`src/design/vrtct_pkg.sv`:
```
// Package: offsets, field positions, reset values and strap codes of the telemetry bank
package vrtct_pkg;
    // Register offsets
    localparam logic [7:0] OFS_PRIMARY_STATUS = 8'h10;
    localparam logic [7:0] OFS_ERROR_STATUS = 8'h11;
    localparam logic [7:0] OFS_TEMPERATURE_ZONE = 8'h12;
    localparam logic [7:0] OFS_ERROR_STATUS_LAST_READ = 8'h1C;
    localparam logic [7:0] OFS_MAX_CURRENT_CAPABILITY = 8'h21;
    localparam logic [7:0] OFS_MAX_TEMPERATURE = 8'h22;
    localparam logic [7:0] OFS_FAST_SLEW_CAPABILITY = 8'h24;
    localparam logic [7:0] OFS_SLOW_SLEW_CAPABILITY = 8'h25;
    // Primary status fields
    localparam int PST_SETTLED_BIT = 0;
    localparam int PST_THERM_ALERT_BIT = 1;
    localparam int PST_ICC_ALERT_BIT = 2;
    localparam int PST_ERR_PENDING_BIT = 7;
    // Error status fields
    localparam int EST_PARITY_BIT = 0;
    localparam int EST_FRAME_BIT = 1;
    // Temperature zone fields
    localparam int ZONE_ALERT_BIT = 6;
    localparam int ZONE_HOT_BIT = 7;
    // Reset and fixed values
    localparam logic [7:0] RST_BYTE = 8'h00;
    localparam logic [7:0] MAX_TEMPERATURE_VAL = 8'h64;
    // Current-limit strap levels
    localparam logic [4:0] CURRENT_LIMIT_STRAP_LEVEL_LOW_OFF = 5'h00;
    localparam logic [4:0] CURRENT_LIMIT_STRAP_LEVEL_HIGH_OFF = 5'h11;
    // Slew strap levels: 0 V, 1.5 V, 3 V, supply
    localparam logic [1:0] SR_LEVEL_0V = 2'h0;
    localparam logic [1:0] SR_LEVEL_1V5 = 2'h1;
    localparam logic [1:0] SR_LEVEL_3V = 2'h2;
    localparam logic [1:0] SR_LEVEL_VCC = 2'h3;
    localparam logic [7:0] FAST_SLEW_CAPABILITY_LO = 8'h0A;
    localparam logic [7:0] FAST_SLEW_CAPABILITY_HI = 8'h14;
    localparam logic [7:0] SLOW_SLEW_CAPABILITY_LO = 8'h02;
    localparam logic [7:0] SLOW_SLEW_CAPABILITY_HI = 8'h04;
endpackage

```
`src/design/vrtct_current_limit_strap_lut.sv`:
```
// Current-limit strap decode: per-phase report, latched-off detect, phase product
`timescale 1ns/1ps
`default_nettype none
module vrtct_current_limit_strap_lut #(
    parameter bit REG_B = 1'b0
) (
    // Strap level and phase count
    input wire logic [4:0] level,
    input wire logic [1:0] phases,
    // Decoded result
    output logic [7:0] icc_value,
    output logic level_off
);
    logic [7:0] per_phase;

    // Four-entry pattern repeats every four levels from level 1 upward
    always_comb begin
        level_off = (level <= vrtct_pkg::CURRENT_LIMIT_STRAP_LEVEL_LOW_OFF) ||
                    (level >= vrtct_pkg::CURRENT_LIMIT_STRAP_LEVEL_HIGH_OFF);
        unique case (2'((level - 5'h01) & 5'h03))
            2'h0: per_phase = 8'd35;
            2'h1: per_phase = 8'd33;
            2'h2: per_phase = REG_B ? 8'd22 : 8'd27;
            2'h3: per_phase = REG_B ? 8'd17 : 8'd22;
        endcase
        // Product fits 8 bits: at most 35 A times 3 phases
        icc_value = level_off ? 8'h00 : 8'(per_phase * {6'h00, phases});
    end
endmodule // vrtct_current_limit_strap_lut
`default_nettype wire

```
`src/design/vrtct_hot.sv`:
```
// Hot output driver fed straight from the thermal comparators
`timescale 1ns/1ps
`default_nettype none
module vrtct_hot (
    // Clock and reset
    input wire logic clock,
    input wire logic arst_n,
    // Top comparators of both thermistors
    input wire logic hot_a,
    input wire logic hot_b,
    // Pin
    output logic hot_output_n
);
    logic hot_r;
    logic hot_nxt;

    // No bus state involved, so a stuck bus cannot mask throttling
    always_comb begin
        hot_nxt = hot_a | hot_b;
    end

    always_ff @(posedge clock or negedge arst_n) begin
        if (!arst_n) begin
            hot_r <= 1'b0;
        end else begin
            hot_r <= hot_nxt;
        end
    end

    assign hot_output_n = ~hot_r;
endmodule // vrtct_hot
`default_nettype wire

```
`src/design/vrtct_regs.sv`:
```
// Telemetry and capability register bank with thermal alert and hot output
// What this block does
// - Temperature zone is an 8-bit thermometer code, 75 to 100 percent.
// - Exceeding 97 percent on either input sets thermal alert and alert line.
// - 100 percent bit on either regulator pulls hot output low.
// - Hot output comes straight from comparators, independent of the register path.
// - Offset 1Ch holds error status as captured by its last read.
// - Maximum temperature reads 64h, 100 degrees, at offset 22h.
// - Maximum current is per-phase limit times active phases, 1 A steps.
// - Strap level outside all thresholds disables that regulator.
// - Fast slew at 24h reads 0Ah or 14h per slew strap.
// - Slow slew at 25h reads 02h or 04h per slew strap, table coded.
// - Any change of primary status asserts the alert line.
// - Reading error status copies it to last-read, then clears it.
`timescale 1ns/1ps
`default_nettype none
module vrtct_regs (
    // Clock and reset
    input wire logic clock,
    input wire logic arst_n,
    // Register access port
    input wire logic [7:0] reg_addr,
    input wire logic reg_rd,
    input wire logic reg_wr,
    input wire logic [7:0] reg_wdata,
    input wire logic reg_sel_b,
    output logic [7:0] reg_rdata,
    // Thermal comparators
    input wire logic [7:0] thermistor_input_a,
    input wire logic [7:0] thermistor_input_b,
    // Status sources
    input wire logic vr_settled,
    input wire logic icc_alert,
    input wire logic parity_err,
    input wire logic frame_err,
    // Straps
    input wire logic [4:0] current_limit_strap_a,
    input wire logic [4:0] current_limit_strap_b,
    input wire logic [1:0] active_phases_a,
    input wire logic [1:0] active_phases_b,
    input wire logic [1:0] slew_rate_strap,
    // Pins and controls
    output logic alert_n,
    output logic hot_output_n,
    output logic reg_a_disable,
    output logic reg_b_disable
);
    logic [7:0] zone_r;
    logic [7:0] zone_nxt;
    logic [7:0] prim_r;
    logic [7:0] prim_nxt;
    logic icc_latch_r;
    logic icc_latch_nxt;
    logic [7:0] err_r;
    logic [7:0] err_nxt;
    logic [7:0] last_r;
    logic [7:0] last_nxt;
    logic alert_r;
    logic alert_nxt;
    logic [7:0] rdata_r;
    logic [7:0] rdata_nxt;
    logic off_a_r;
    logic off_a_nxt;
    logic off_b_r;
    logic off_b_nxt;
    logic [7:0] icc_a;
    logic [7:0] icc_b;
    logic lvl_off_a;
    logic lvl_off_b;
    logic [7:0] fast_sr;
    logic [7:0] slow_sr;
    logic rd_prim;
    logic rd_err;
    logic [7:0] err_set;

    // Strap decode, one table per regulator
    vrtct_current_limit_strap_lut #(.REG_B(1'b0)) u_lut_a (
        .level(current_limit_strap_a),
        .phases(active_phases_a),
        .icc_value(icc_a),
        .level_off(lvl_off_a)
    );
    vrtct_current_limit_strap_lut #(.REG_B(1'b1)) u_lut_b (
        .level(current_limit_strap_b),
        .phases(active_phases_b),
        .icc_value(icc_b),
        .level_off(lvl_off_b)
    );

    // Hot output path bypasses every bus register
    vrtct_hot u_hot (
        .clock(clock),
        .arst_n(arst_n),
        .hot_a(thermistor_input_a[vrtct_pkg::ZONE_HOT_BIT]),
        .hot_b(thermistor_input_b[vrtct_pkg::ZONE_HOT_BIT]),
        .hot_output_n(hot_output_n)
    );

    // Slew strap decode; slow is table coded since its 04h entry is not 14h/4, which is 05h
    always_comb begin
        unique case (slew_rate_strap)
            vrtct_pkg::SR_LEVEL_0V,
            vrtct_pkg::SR_LEVEL_VCC: begin
                fast_sr = vrtct_pkg::FAST_SLEW_CAPABILITY_LO;
                slow_sr = vrtct_pkg::SLOW_SLEW_CAPABILITY_LO;
            end
            vrtct_pkg::SR_LEVEL_1V5,
            vrtct_pkg::SR_LEVEL_3V: begin
                fast_sr = vrtct_pkg::FAST_SLEW_CAPABILITY_HI;
                slow_sr = vrtct_pkg::SLOW_SLEW_CAPABILITY_HI;
            end
        endcase
    end

    // Read strobes; writes have no decode at all, so no bank register can change
    assign rd_prim = reg_rd && (reg_addr == vrtct_pkg::OFS_PRIMARY_STATUS);
    assign rd_err = reg_rd && (reg_addr == vrtct_pkg::OFS_ERROR_STATUS);

    // Error event bits
    always_comb begin
        err_set = 8'h00;
        err_set[vrtct_pkg::EST_PARITY_BIT] = parity_err;
        err_set[vrtct_pkg::EST_FRAME_BIT] = frame_err;
    end

    // Status state: zone, primary, error, last-read and alert
    always_comb begin
        zone_nxt = thermistor_input_a | thermistor_input_b;
        // ICC alert latches high; a primary status read reloads it
        icc_latch_nxt = rd_prim ? icc_alert : (icc_latch_r | icc_alert);
        prim_nxt = 8'h00;
        prim_nxt[vrtct_pkg::PST_SETTLED_BIT] = vr_settled;
        prim_nxt[vrtct_pkg::PST_THERM_ALERT_BIT] = zone_r[vrtct_pkg::ZONE_ALERT_BIT];
        prim_nxt[vrtct_pkg::PST_ICC_ALERT_BIT] = icc_latch_r;
        prim_nxt[vrtct_pkg::PST_ERR_PENDING_BIT] = |err_r;
        // Read copies then clears; a new error in the same cycle survives
        last_nxt = rd_err ? err_r : last_r;
        err_nxt = (rd_err ? 8'h00 : err_r) | err_set;
        // Alert stays low until status is polled; a change wins over the poll
        alert_nxt = (prim_nxt != prim_r) ? 1'b1 : (rd_prim ? 1'b0 : alert_r);
    end

    always_ff @(posedge clock or negedge arst_n) begin
        if (!arst_n) begin
            zone_r <= vrtct_pkg::RST_BYTE;
            prim_r <= vrtct_pkg::RST_BYTE;
            icc_latch_r <= 1'b0;
            err_r <= vrtct_pkg::RST_BYTE;
            last_r <= vrtct_pkg::RST_BYTE;
            alert_r <= 1'b0;
        end else begin
            zone_r <= zone_nxt;
            prim_r <= prim_nxt;
            icc_latch_r <= icc_latch_nxt;
            err_r <= err_nxt;
            last_r <= last_nxt;
            alert_r <= alert_nxt;
        end
    end

    assign alert_n = ~alert_r;

    // Regulator disable latches until reset, as a bad strap is a board fault
    always_comb begin
        off_a_nxt = off_a_r | lvl_off_a;
        off_b_nxt = off_b_r | lvl_off_b;
    end

    always_ff @(posedge clock or negedge arst_n) begin
        if (!arst_n) begin
            off_a_r <= 1'b0;
            off_b_r <= 1'b0;
        end else begin
            off_a_r <= off_a_nxt;
            off_b_r <= off_b_nxt;
        end
    end

    assign reg_a_disable = off_a_r;
    assign reg_b_disable = off_b_r;

    // Read mux; unmapped offsets read 00h, idle cycles hold the last answer
    always_comb begin
        rdata_nxt = rdata_r;
        if (reg_rd) begin
            unique case (reg_addr)
                vrtct_pkg::OFS_PRIMARY_STATUS: rdata_nxt = prim_r;
                vrtct_pkg::OFS_ERROR_STATUS: rdata_nxt = err_r;
                vrtct_pkg::OFS_TEMPERATURE_ZONE: rdata_nxt = zone_r;
                vrtct_pkg::OFS_ERROR_STATUS_LAST_READ: rdata_nxt = last_r;
                vrtct_pkg::OFS_MAX_CURRENT_CAPABILITY: begin
                    rdata_nxt = reg_sel_b ? icc_b : icc_a;
                end
                vrtct_pkg::OFS_MAX_TEMPERATURE: rdata_nxt = vrtct_pkg::MAX_TEMPERATURE_VAL;
                vrtct_pkg::OFS_FAST_SLEW_CAPABILITY: rdata_nxt = fast_sr;
                vrtct_pkg::OFS_SLOW_SLEW_CAPABILITY: rdata_nxt = slow_sr;
                default: rdata_nxt = vrtct_pkg::RST_BYTE;
            endcase
        end
    end

    always_ff @(posedge clock or negedge arst_n) begin
        if (!arst_n) begin
            rdata_r <= vrtct_pkg::RST_BYTE;
        end else begin
            rdata_r <= rdata_nxt;
        end
    end

    assign reg_rdata = rdata_r;
endmodule // vrtct_regs
`default_nettype wire

```
`config.mk`:
```
export PLATFORM = sky130hd
export DESIGN_NAME = vrtct_regs
export DESIGN_NICKNAME = d
export VERILOG_FILES = /design/src/design/vrtct_pkg.sv /design/src/design/vrtct_current_limit_strap_lut.sv /design/src/design/vrtct_hot.sv /design/src/design/vrtct_regs.sv
export SDC_FILE = /design/constraint.sdc
export NUM_CORES = 1
export LEC_CHECK = 0
export ABC_CLOCK_PERIOD_IN_PS = 1600
export BUFFER_PORTS_ARGS = -buffer_cell sky130_fd_sc_hd__buf_4
export CAP_MARGIN = 15
export CORE_ASPECT_RATIO = 0.75
export CORE_MARGIN = 4
export CORE_UTILIZATION = 51
export DETAILED_ROUTE_END_ITERATION = 8
export PLACE_DENSITY = 0.8
export SYNTH_ARGS = -nofsm -noshare
export SYNTH_HDL_FRONTEND = slang
export SYNTH_SLANG_ARGS = --single-unit
```
`constraint.sdc`:
```
create_clock -name clock -period 1.6 [get_ports clock]
set_input_delay 0.16 -clock clock [delete_from_list [all_inputs] [get_ports clock]]
set_output_delay 0.16 -clock clock [all_outputs]
set_load 0.05 [all_outputs]
```
**Word level (Yosys, flattened, before mapping)**

Cells that the tools add are included.

- Output and inout port bits: 12
- Logic and storage cells: 67
- Input bits: 57
- Bits in registers: 41

- Multiplexer cells: 12
- Multipliers: 2
- Equal/unequal tests: 18
- Reductions and logical operators: 11
- Add/sub/neg operators: 2
- Bitwise operators: 8
- Order comparisons: 4

Operator list:

| cell | count |
|---|---|
| 8-bit one-hot mux with 4 select lines | 2 |
| 8-bit one-hot mux with 8 select lines | 1 |
| 8-bit by 5-bit == test with 1-bit output, second input constant | 4 |
| 8-bit by 6-bit == test with 1-bit output, second input constant | 4 |
| 8-bit two-way mux | 4 |
| 8-bit one-hot mux with 2 select lines | 2 |
| 8-bit by 2-bit multiplier with 8-bit output | 2 |
| 2-bit == test, second input constant | 6 |
| 5-bit greater-or-equal comparator, second input constant | 2 |
| 5-bit by 1-bit less-or-equal comparator with 1-bit output, second input constant | 2 |
| 8-bit by 2-bit OR with 8-bit output | 1 |
| 8-bit OR | 1 |
| 8-bit OR reduction | 1 |
| 2-bit by 1-bit == test with 1-bit output, second input constant | 3 |
| 2-bit zero test | 3 |
| 4-bit != test | 1 |
| 1-bit OR | 4 |
| 2-bit OR reduction | 2 |
| 2-bit by 1-bit subtractor with 2-bit output, second input constant | 2 |
| 1-bit two-way mux | 3 |
| 1-bit logical AND | 2 |
| 1-bit logical OR | 2 |
| 1-bit inverter | 2 |
| 2-bit nonzero test | 1 |

**Longest topological paths before layout**

Gate-level depths: netlist (run 1).

- Word-level depth: 7
- Mapped depth: 10
- Mapped depth without buffers: 10

**Hierarchy**

Synthesis (run 1) repeated with hierarchy kept, for this count alone.

- Cell total of the unflattened synthesis: 220
- Area total of the unflattened synthesis: 2160.8 um2

By module, submodules not included:

| module | area an instance (um2) | seq. area each (um2) | instances | cells an instance |
|---|---|---|---|---|
| vrtct_regs | 1361.3 | 700.7 | 1 | 118 |
| vrtct_current_limit_strap_lut at u_lut_a | 420.4 | 0.0 | 1 | 54 |
| vrtct_current_limit_strap_lut at u_lut_b | 344.1 | 0.0 | 1 | 45 |
| vrtct_hot | 35.0 | 25.0 | 1 | 3 |

**Worst setup path after synthesis (run 1)**

Ideal clock, no wire load.

- Path kind: input to register
- Start point: input current_limit_strap_a[0]
- End point: register rdata_r[6], in the netlist reg_rdata[6]
- Buffers on the path: 0
- Library setup time: 0.078 ns
- Slack: -0.250 ns
- Arrival time: 1.773 ns
- Data required time: 1.522 ns
- Stages on the path: 9
- Cells stage by stage: inv_1 -> ha_1 -> nor2b_1 -> ha_1 -> a211oi_1 -> o21bai_1 -> a21oi_1 -> mux2_2 -> a21oi_1

- Longest elaborated chain between the ends: 7
- Elaborated cells on any way between the ends: 13
- Those cells by class: add/sub (1); mul (1); order compare (2); eq/ne (3); mux (4); reduce/logical (2)

RTL lines:

| element | RTL line | text |
|---|---|---|
| from (decl) | vrtct_regs.sv:37 | `input wire logic [4:0] current_limit_strap_a,` |
| 2-bit by 1-bit subtractor with 2-bit output | vrtct_current_limit_strap_lut.sv:20 | `unique case (2'((level - 5'h01) & 5'h03))` |
| 2-bit == test, or another cell as far along | vrtct_current_limit_strap_lut.sv:20 |  |
| 8-bit one-hot mux with 4 select lines | vrtct_current_limit_strap_lut.sv:20 |  |
| 8-bit by 2-bit multiplier with 8-bit output | vrtct_current_limit_strap_lut.sv:27 | `icc_value = level_off ? 8'h00 : 8'(per_phase * {6'h00, phases});` |
| 8-bit two-way mux * | vrtct_current_limit_strap_lut.sv:27 |  |
| 8-bit two-way mux * | vrtct_regs.sv:192 | `rdata_nxt = reg_sel_b ? icc_b : icc_a;` |
| 8-bit one-hot mux with 8 select lines * | vrtct_regs.sv:186 | `unique case (reg_addr)` |
| to (signal assigned) | vrtct_regs.sv:204 | `rdata_r <= vrtct_pkg::RST_BYTE;` |
| to (signal assigned) | vrtct_regs.sv:206 | `rdata_r <= rdata_nxt;` |
| to (decl) | vrtct_regs.sv:60 | `logic [7:0] rdata_r;` |

Every way passes the cells marked *; elsewhere a longest branch is shown, timed or not. The select of a mux whose other input is x is not followed.
A chain may end at the register's enable or synchronous reset.

**Worst setup path after layout (run 1)**

Same ends and word-level chain as after synthesis.

==> results.toml, run 1 <==
[floorplanning]
io_pins = 69
die_w_um = 82.20
rows = 19
start_util_pct = 55.36
die_h_um = 63.65
die_area_mm2 = 0.005232
core_area_mm2 = 0.003804

[worst_setup_path]
crit_path_end_kind = "flop"
crit_required_ns = 1.82
start_kind = "input port"
reg2reg_depth = 5
cpMaxStageDelayCell = "mux2_4"
crit_fanout = 3
path_class = "in2reg"
arrival_ns = 1.82
critical-path-max-stage-delay_ns = 0.32
worstPathCellList = "buf_4 > inv_6 > ha_4 > and2_4 > ha_4 > a211oi_2 > o21bai_1 > a21oi_2 > mux2_4 > a21oi_2"

[sta]
period_share_pct = 100.1
hold_viol = 0
relSlewSlack_pct = 75.31
finalSetupTns_ns = -0.001777
rsz0062_at_grt = "true"
skew_ns = 0.007744
slew_violations = 0
finalCriticalPeriod_ns = 1.602
tightest_slew_ns = 0.3658
max_freq_ghz = 0.6243
worst_slack_ns = -0.001777
setup_viol = 1
whs_ns = 0.04430

[synthesis]
ys_seq_area_share_pct = 33.27
ys_types = 56
synth.largest_area_cell = "dfrtp_1"
synth_xor_area_share_pct = 4.575
yosys_warnings = 0
syn-num-nets = 298
synth_area_mm2 = 0.002106
ys_ff_latch = 28
synthArstFlopShare_pct = 100.0
synth_edf_count = 0
synth.mux.area_fraction_pct = 3.090
synth_compound_area_share_pct = 16.40
synthTopCellsByArea = "dfrtp_1 (33%), ha_1 (10%), a21oi_1 (4.3%)"
synthAdderAreaFrac_pct = 12.00
synth_top_family_by_area = "simple AND/OR/NAND/NOR gates"
ys.flop_type = "dfrtp_1"
syn_inst = 222
synth_area_per_cell_um2 = 9.485
synth.top_cell.area_share_pct = 33.27
yosys.area_share.simple_pct = 26.92

[clock_network]
clock_sinks = 28
cts.path.max_buffers = 2
numCtsBuffers = 3
clk_pin_slew_worst_paths_ns = 0.10
cts_tree = "built"
clkLatencyLatePin_ns = 0.28
h-tree-depth = 1
cts-root-buf = "clkbuf_8"

[final_layout]
diodes = 0
nets = 387
mostFrequentLayoutCells = "buf_4 (84), dfrtp_1 (28), a21oi_1 (13), nand2_1 (12), inv_1 (11)"
regArea_um2 = 700.7
area_growth_pct = 45.45
layout_commonest_cell = "buf_4"
multiInputGateArea_mm2 = 0.001478
fin_cells = 362
drive_gt1_share_pct = 46.13
fill_cells = 243

[run]
cap_violations = 0

[routing]
drtPass1Iterations = 4
post-route-drc-count = 0
dr.first_iter.drc_count = 277
m1WireLength_um = 2538
postRouteAntennaNets = 0
top_layer = "met4"
wl_met3_um = 480
wl_per_cell_um = 15.41
wl_um = 5577
vias_per_cell = 5.616
dr_wl_met2_um = 2495
vias = 2033

[global_route]
grt_max_degree = 29
grt_pass1_wl_um = 9259
grt_usage_pct = 22.28
grt_pass1_vias = 1960
antenna_found_initial = 0
overflow = 0

[placed_design]
post-place-ws_ns = -0.3293
place_congestion = 0.9381
dp.cells = 355
portBuffers = 59
dp_hpwl_um = 4445

[worst_hold_path]
hold_class = "in2reg"
hold_path_depth = 2

[run_status]
violations = "setup timing"
status = "finished, violations left"

[pwr]
p_per_area_mw_per_mm2 = 613.1
vdd_drop_max_uv = 516.4
leakage_nw = 1.388
total_power_mw = 1.878
-- cell families after synthesis --
logic type                 Yosys count
AOI/OAI and AO/OA                   49
xor gates and xnor gates            11
adders and majority gates           19
buffers and inverters               19
DFF                                 28
muxes                                6
and+or+nand+nor                     90
-- synth_stat cells, types with 5 or more instances --
library cell	n
xnor2_1	5
o21ai_0	5
nor3_1	5
a21o_1	5
a21oi_1	18
ha_1	17
nand3_1	9
dfrtp_1	28
nand4_1	5
nor2b_1	8
nor2_1	9
and2_1	7
nand2_1	13
or2_2	10
inv_1	14
xor2_1	6
-- worst paths after layout --
path	start	end	slack (ns)
max	current_limit_strap_a[0]	reg_rdata[6]	-0.002
min	icc_alert	icc_latch_r	0.04
max reg2reg	zone_r[6]	reg_rdata[6]	0.31
min reg2reg	icc_latch_r	prim_r[2]	0.43
max in group asynchronous	arst_n	reg_rdata[7]	1.00
min in group asynchronous	arst_n	prim_r[2]	0.33
-- routing by layer --
| layer | track usage [%] | vias to the layer above |
|---|---|---|
| li1 | - | 980 |
| met1 | 34.57 | 946 |
| met2 | 32.00 | 100 |
| met3 | 3.561 | 7 |
| met4 | 4.772 | 0 |
| met5 | 0 | - |
-- power by group --
part / internal [mW] / total (mW) / switching, mW
registers: 0.734 / 0.749 / 0.0155
logic: 0.284 / 0.562 / 0.278
clock network: 0.335 / 0.567 / 0.231
-- per-stage QoR --
| step | util [%] | area [µm²] |
|---|---|---|
| 3_5_place_dp | 75.53 | 2873 |
| 3_3_place_gp | 75.53 | 2873 |
| 5_1_grt | 80.53 | 3063 |
| 4_1_cts | 78.62 | 2990 |
| 6_report | 80.53 | 3063 |
| 2_1_floorplan | - | 2188 |
-- flip-flops by register name, summed over array words and instances, names as in the netlist --
| name | count |
|---|---|
| prim_r | 4 |
| alert_r | 1 |
| icc_latch_r | 1 |
| err_r | 2 |
| reg_a_disable | 1 |
| reg_rdata | 8 |
| reg_b_disable | 1 |
| last_r | 2 |
| zone_r | 8 |
-- repair_timing --
item	CTS	global route
setup endpoints to repair	1	5
hold buffers	2	0
pin swaps	6	14
setup buffers	0	2
gates resized for setup	9	13
hold endpoints to repair	29	0
-- cell type report --
cell class | count | area share, %
clock buffer | 3 | 1.348
clock inverter | 1 | 0.9804
inverter | 14 | 1.961
multi-input combinational | 175 | 48.24
sequential | 28 | 22.88
tap | 52 | 2.124
timing repair buffer | 89 | 22.47
-- worst max-delay path: cells and delay by family --
kind	cells	cell delay, ns
buffers and inverters	2	0.22
adder cells (fa/ha/maj)	2	0.35
multiplexers	1	0.32
AND/OR/NAND/NOR	1	0.16
AO/OA/AOI/OAI	4	0.60
(Power assumes the default switching activity.)
==> run 2, diff against run 1 <==
--- a/config.mk
+++ b/config.mk
@@ -13,6 +13,7 @@
 export CORE_UTILIZATION = 51
 export DETAILED_ROUTE_END_ITERATION = 8
 export PLACE_DENSITY = 0.8
+export SETUP_SLACK_MARGIN = 0.4
 export SYNTH_ARGS = -nofsm -noshare
 export SYNTH_HDL_FRONTEND = slang
 export SYNTH_SLANG_ARGS = --single-unit
==> run 2 against run 1 <==
  * The flow still finishes with violations (setup timing)
  * Hold slack better by 0.0064 ns
  * Critical path depth stayed put
  * First-iteration DRC count is 61% lower
  * Maximum frequency is 0.14% lower
  * Count of clock-buffer cells in the layout stayed put
  * Non-clock buffer count is 2 higher
  * Core utilization is 5.1 points higher
  * Power is 2.4% higher
  * Critical path type unchanged
  * Critical endpoint unchanged
  * Highest routed layer unchanged
==> results.toml, run 2 (same netlist as run 1, synthesis figures left out) <==
[run_status]
status = "finished, violations left"
violations = "setup timing"

[sta]
relSlewSlack_pct = 72.05
hold_viol = 0
finalSetupTns_ns = -0.003967
slew_violations = 0
worst_slack_ns = -0.003967
max_freq_ghz = 0.6235
period_share_pct = 100.2
skew_ns = 0.003444
setup_viol = 1
rsz0062_at_grt = "true"
tightest_slew_ns = 0.4139
finalCriticalPeriod_ns = 1.604

[worst_setup_path]
critical-path-max-stage-delay_ns = 0.36
path_class = "in2reg"
path_depth = 10
reg2reg_depth = 5
crit_required_ns = 1.80
cpMaxStageDelayCell = "mux2_2"
r2r_end = "reg_rdata[0]"
path_buf_inv = 2
crit_fanout = 4
endpoint = "reg_rdata[6]"
timing.rr.start = "last_r[0]"
arrival_ns = 1.81
cp-startpoint = "current_limit_strap_a[1]"
worstPathCellList = "buf_12 > inv_6 > ha_4 > and2_4 > ha_4 > a211oi_2 > o21bai_1 > a21oi_1 > mux2_2 > a21oi_1"
critPathTopFamily = "compound AO/OA/AOI/OAI gates"
crit_path_end_kind = "flop"
start_kind = "input port"
reg2reg_slack_ns = 0.28

[final_layout]
layout_commonest_cell = "buf_4"
mostFrequentLayoutCells = "buf_4 (79), dfrtp_1 (28), a21oi_1 (13), nand2_1 (12), ha_4 (10)"
fill_cells = 225
design_area_mm2 = 0.003258
fin_util_pct = 85.66
area_growth_pct = 54.72
drive_gt1_share_pct = 49.68
nets = 389
diodes = 0

[global_route]
grt_pass1_vias = 2112
overflow = 0
grt_max_degree = 29
grt_usage_pct = 24.04
antenna_found_initial = 0
grt_pass1_wl_um = 9804

[floorplanning]
core_area_mm2 = 0.003804
die_area_mm2 = 0.005232
die_w_um = 82.20
io_pins = 69
rows = 19
die_h_um = 63.65
start_util_pct = 55.36

[worst_hold_path]
hold_class = "in2reg"

[routing]
dr.first_iter.drc_count = 107
vias = 2044
drtPass1Iterations = 5
wl_per_cell_um = 16.79
wl_um = 6111
vias_per_cell = 5.615
postRouteAntennaNets = 0
post-route-drc-count = 0

[placed_design]
place_congestion = 0.8797
post-place-ws_ns = -0.3138
placed_area_mm2 = 0.002923
dp_hpwl_um = 4312
portBuffers = 59

[clock_network]
h-tree-depth = 1
clock_sinks = 28
cts_tree = "built"
cts.path.max_buffers = 2
clk_pin_slew_worst_paths_ns = 0.09
clkLatencyLatePin_ns = 0.28
numCtsBuffers = 3
cts-root-buf = "clkbuf_8"

[pwr]
vdd_drop_max_uv = 471.3
total_power_mw = 1.924
p_per_area_mw_per_mm2 = 590.5
leakage_nw = 1.435

[run]
cap_violations = 0
-- run 2: metrics by stage --
step | cells | hold WS (ns)
2_1_floorplan | 222 | -0.1356
3_3_place_gp | 351 | 0.09203
3_5_place_dp | 351 | 0.09326
4_1_cts | 360 | 0.05539
5_1_grt | 364 | 0.05147
6_report | 364 | 0.05068
-- run 2: layer usage --
metal  global-route usage, %  share of wire [%]  routed length, µm
met4                   6.017                2.2                134
met5                       0                  0                  0
met2                   37.10                 47               2897
met3                   5.983                6.7                407
met1                   33.39                 44               2672
-- run 2: layout make-up --
class | instances | area, µm² | area share (%)
multi-input combinational | 175 | 1579 | 48.46
timing repair buffer | 91 | 752.0 | 23.08
sequential | 28 | 700.7 | 21.51
inverter | 14 | 90.09 | 2.765
tap | 52 | 65.06 | 1.997
clock buffer | 3 | 41.29 | 1.267
clock inverter | 1 | 30.03 | 0.9217
-- run 2: worst min path at each step --
stage | start | to | cells past startpoint
after detailed placement | arst_n | err_r[0] | 1
after global routing | parity_err | err_r[0] | 2
after CTS | parity_err | err_r[0] | 2
after floorplan | arst_n | alert_r | 0
final | parity_err | err_r[0] | 2
after global placement | arst_n | err_r[1] | 1
-- run 2: power by group --
group          switching [mW]  internal, mW
logic                   0.306         0.315
registers              0.0158         0.733
clock network           0.219         0.335
-- run 2: worst register-to-register path, cell delays in order, from the launching register on --
cell and delay (ns):
dfrtp_1 0.39, and3_1 0.19, a21oi_1 0.12, o21ai_0 0.12, a21oi_1 0.26, o221ai_2 0.12
-- run 2: timing repair --
| item | CTS | global route |
|---|---|---|
| buffers inserted | 3 | 4 |
| pin swaps | 22 | 19 |
| setup endpoints to repair | 9 | 10 |
| gates resized for setup | 25 | 16 |
| hold endpoints to repair | 29 | 0 |
| hold buffers | 2 | 0 |
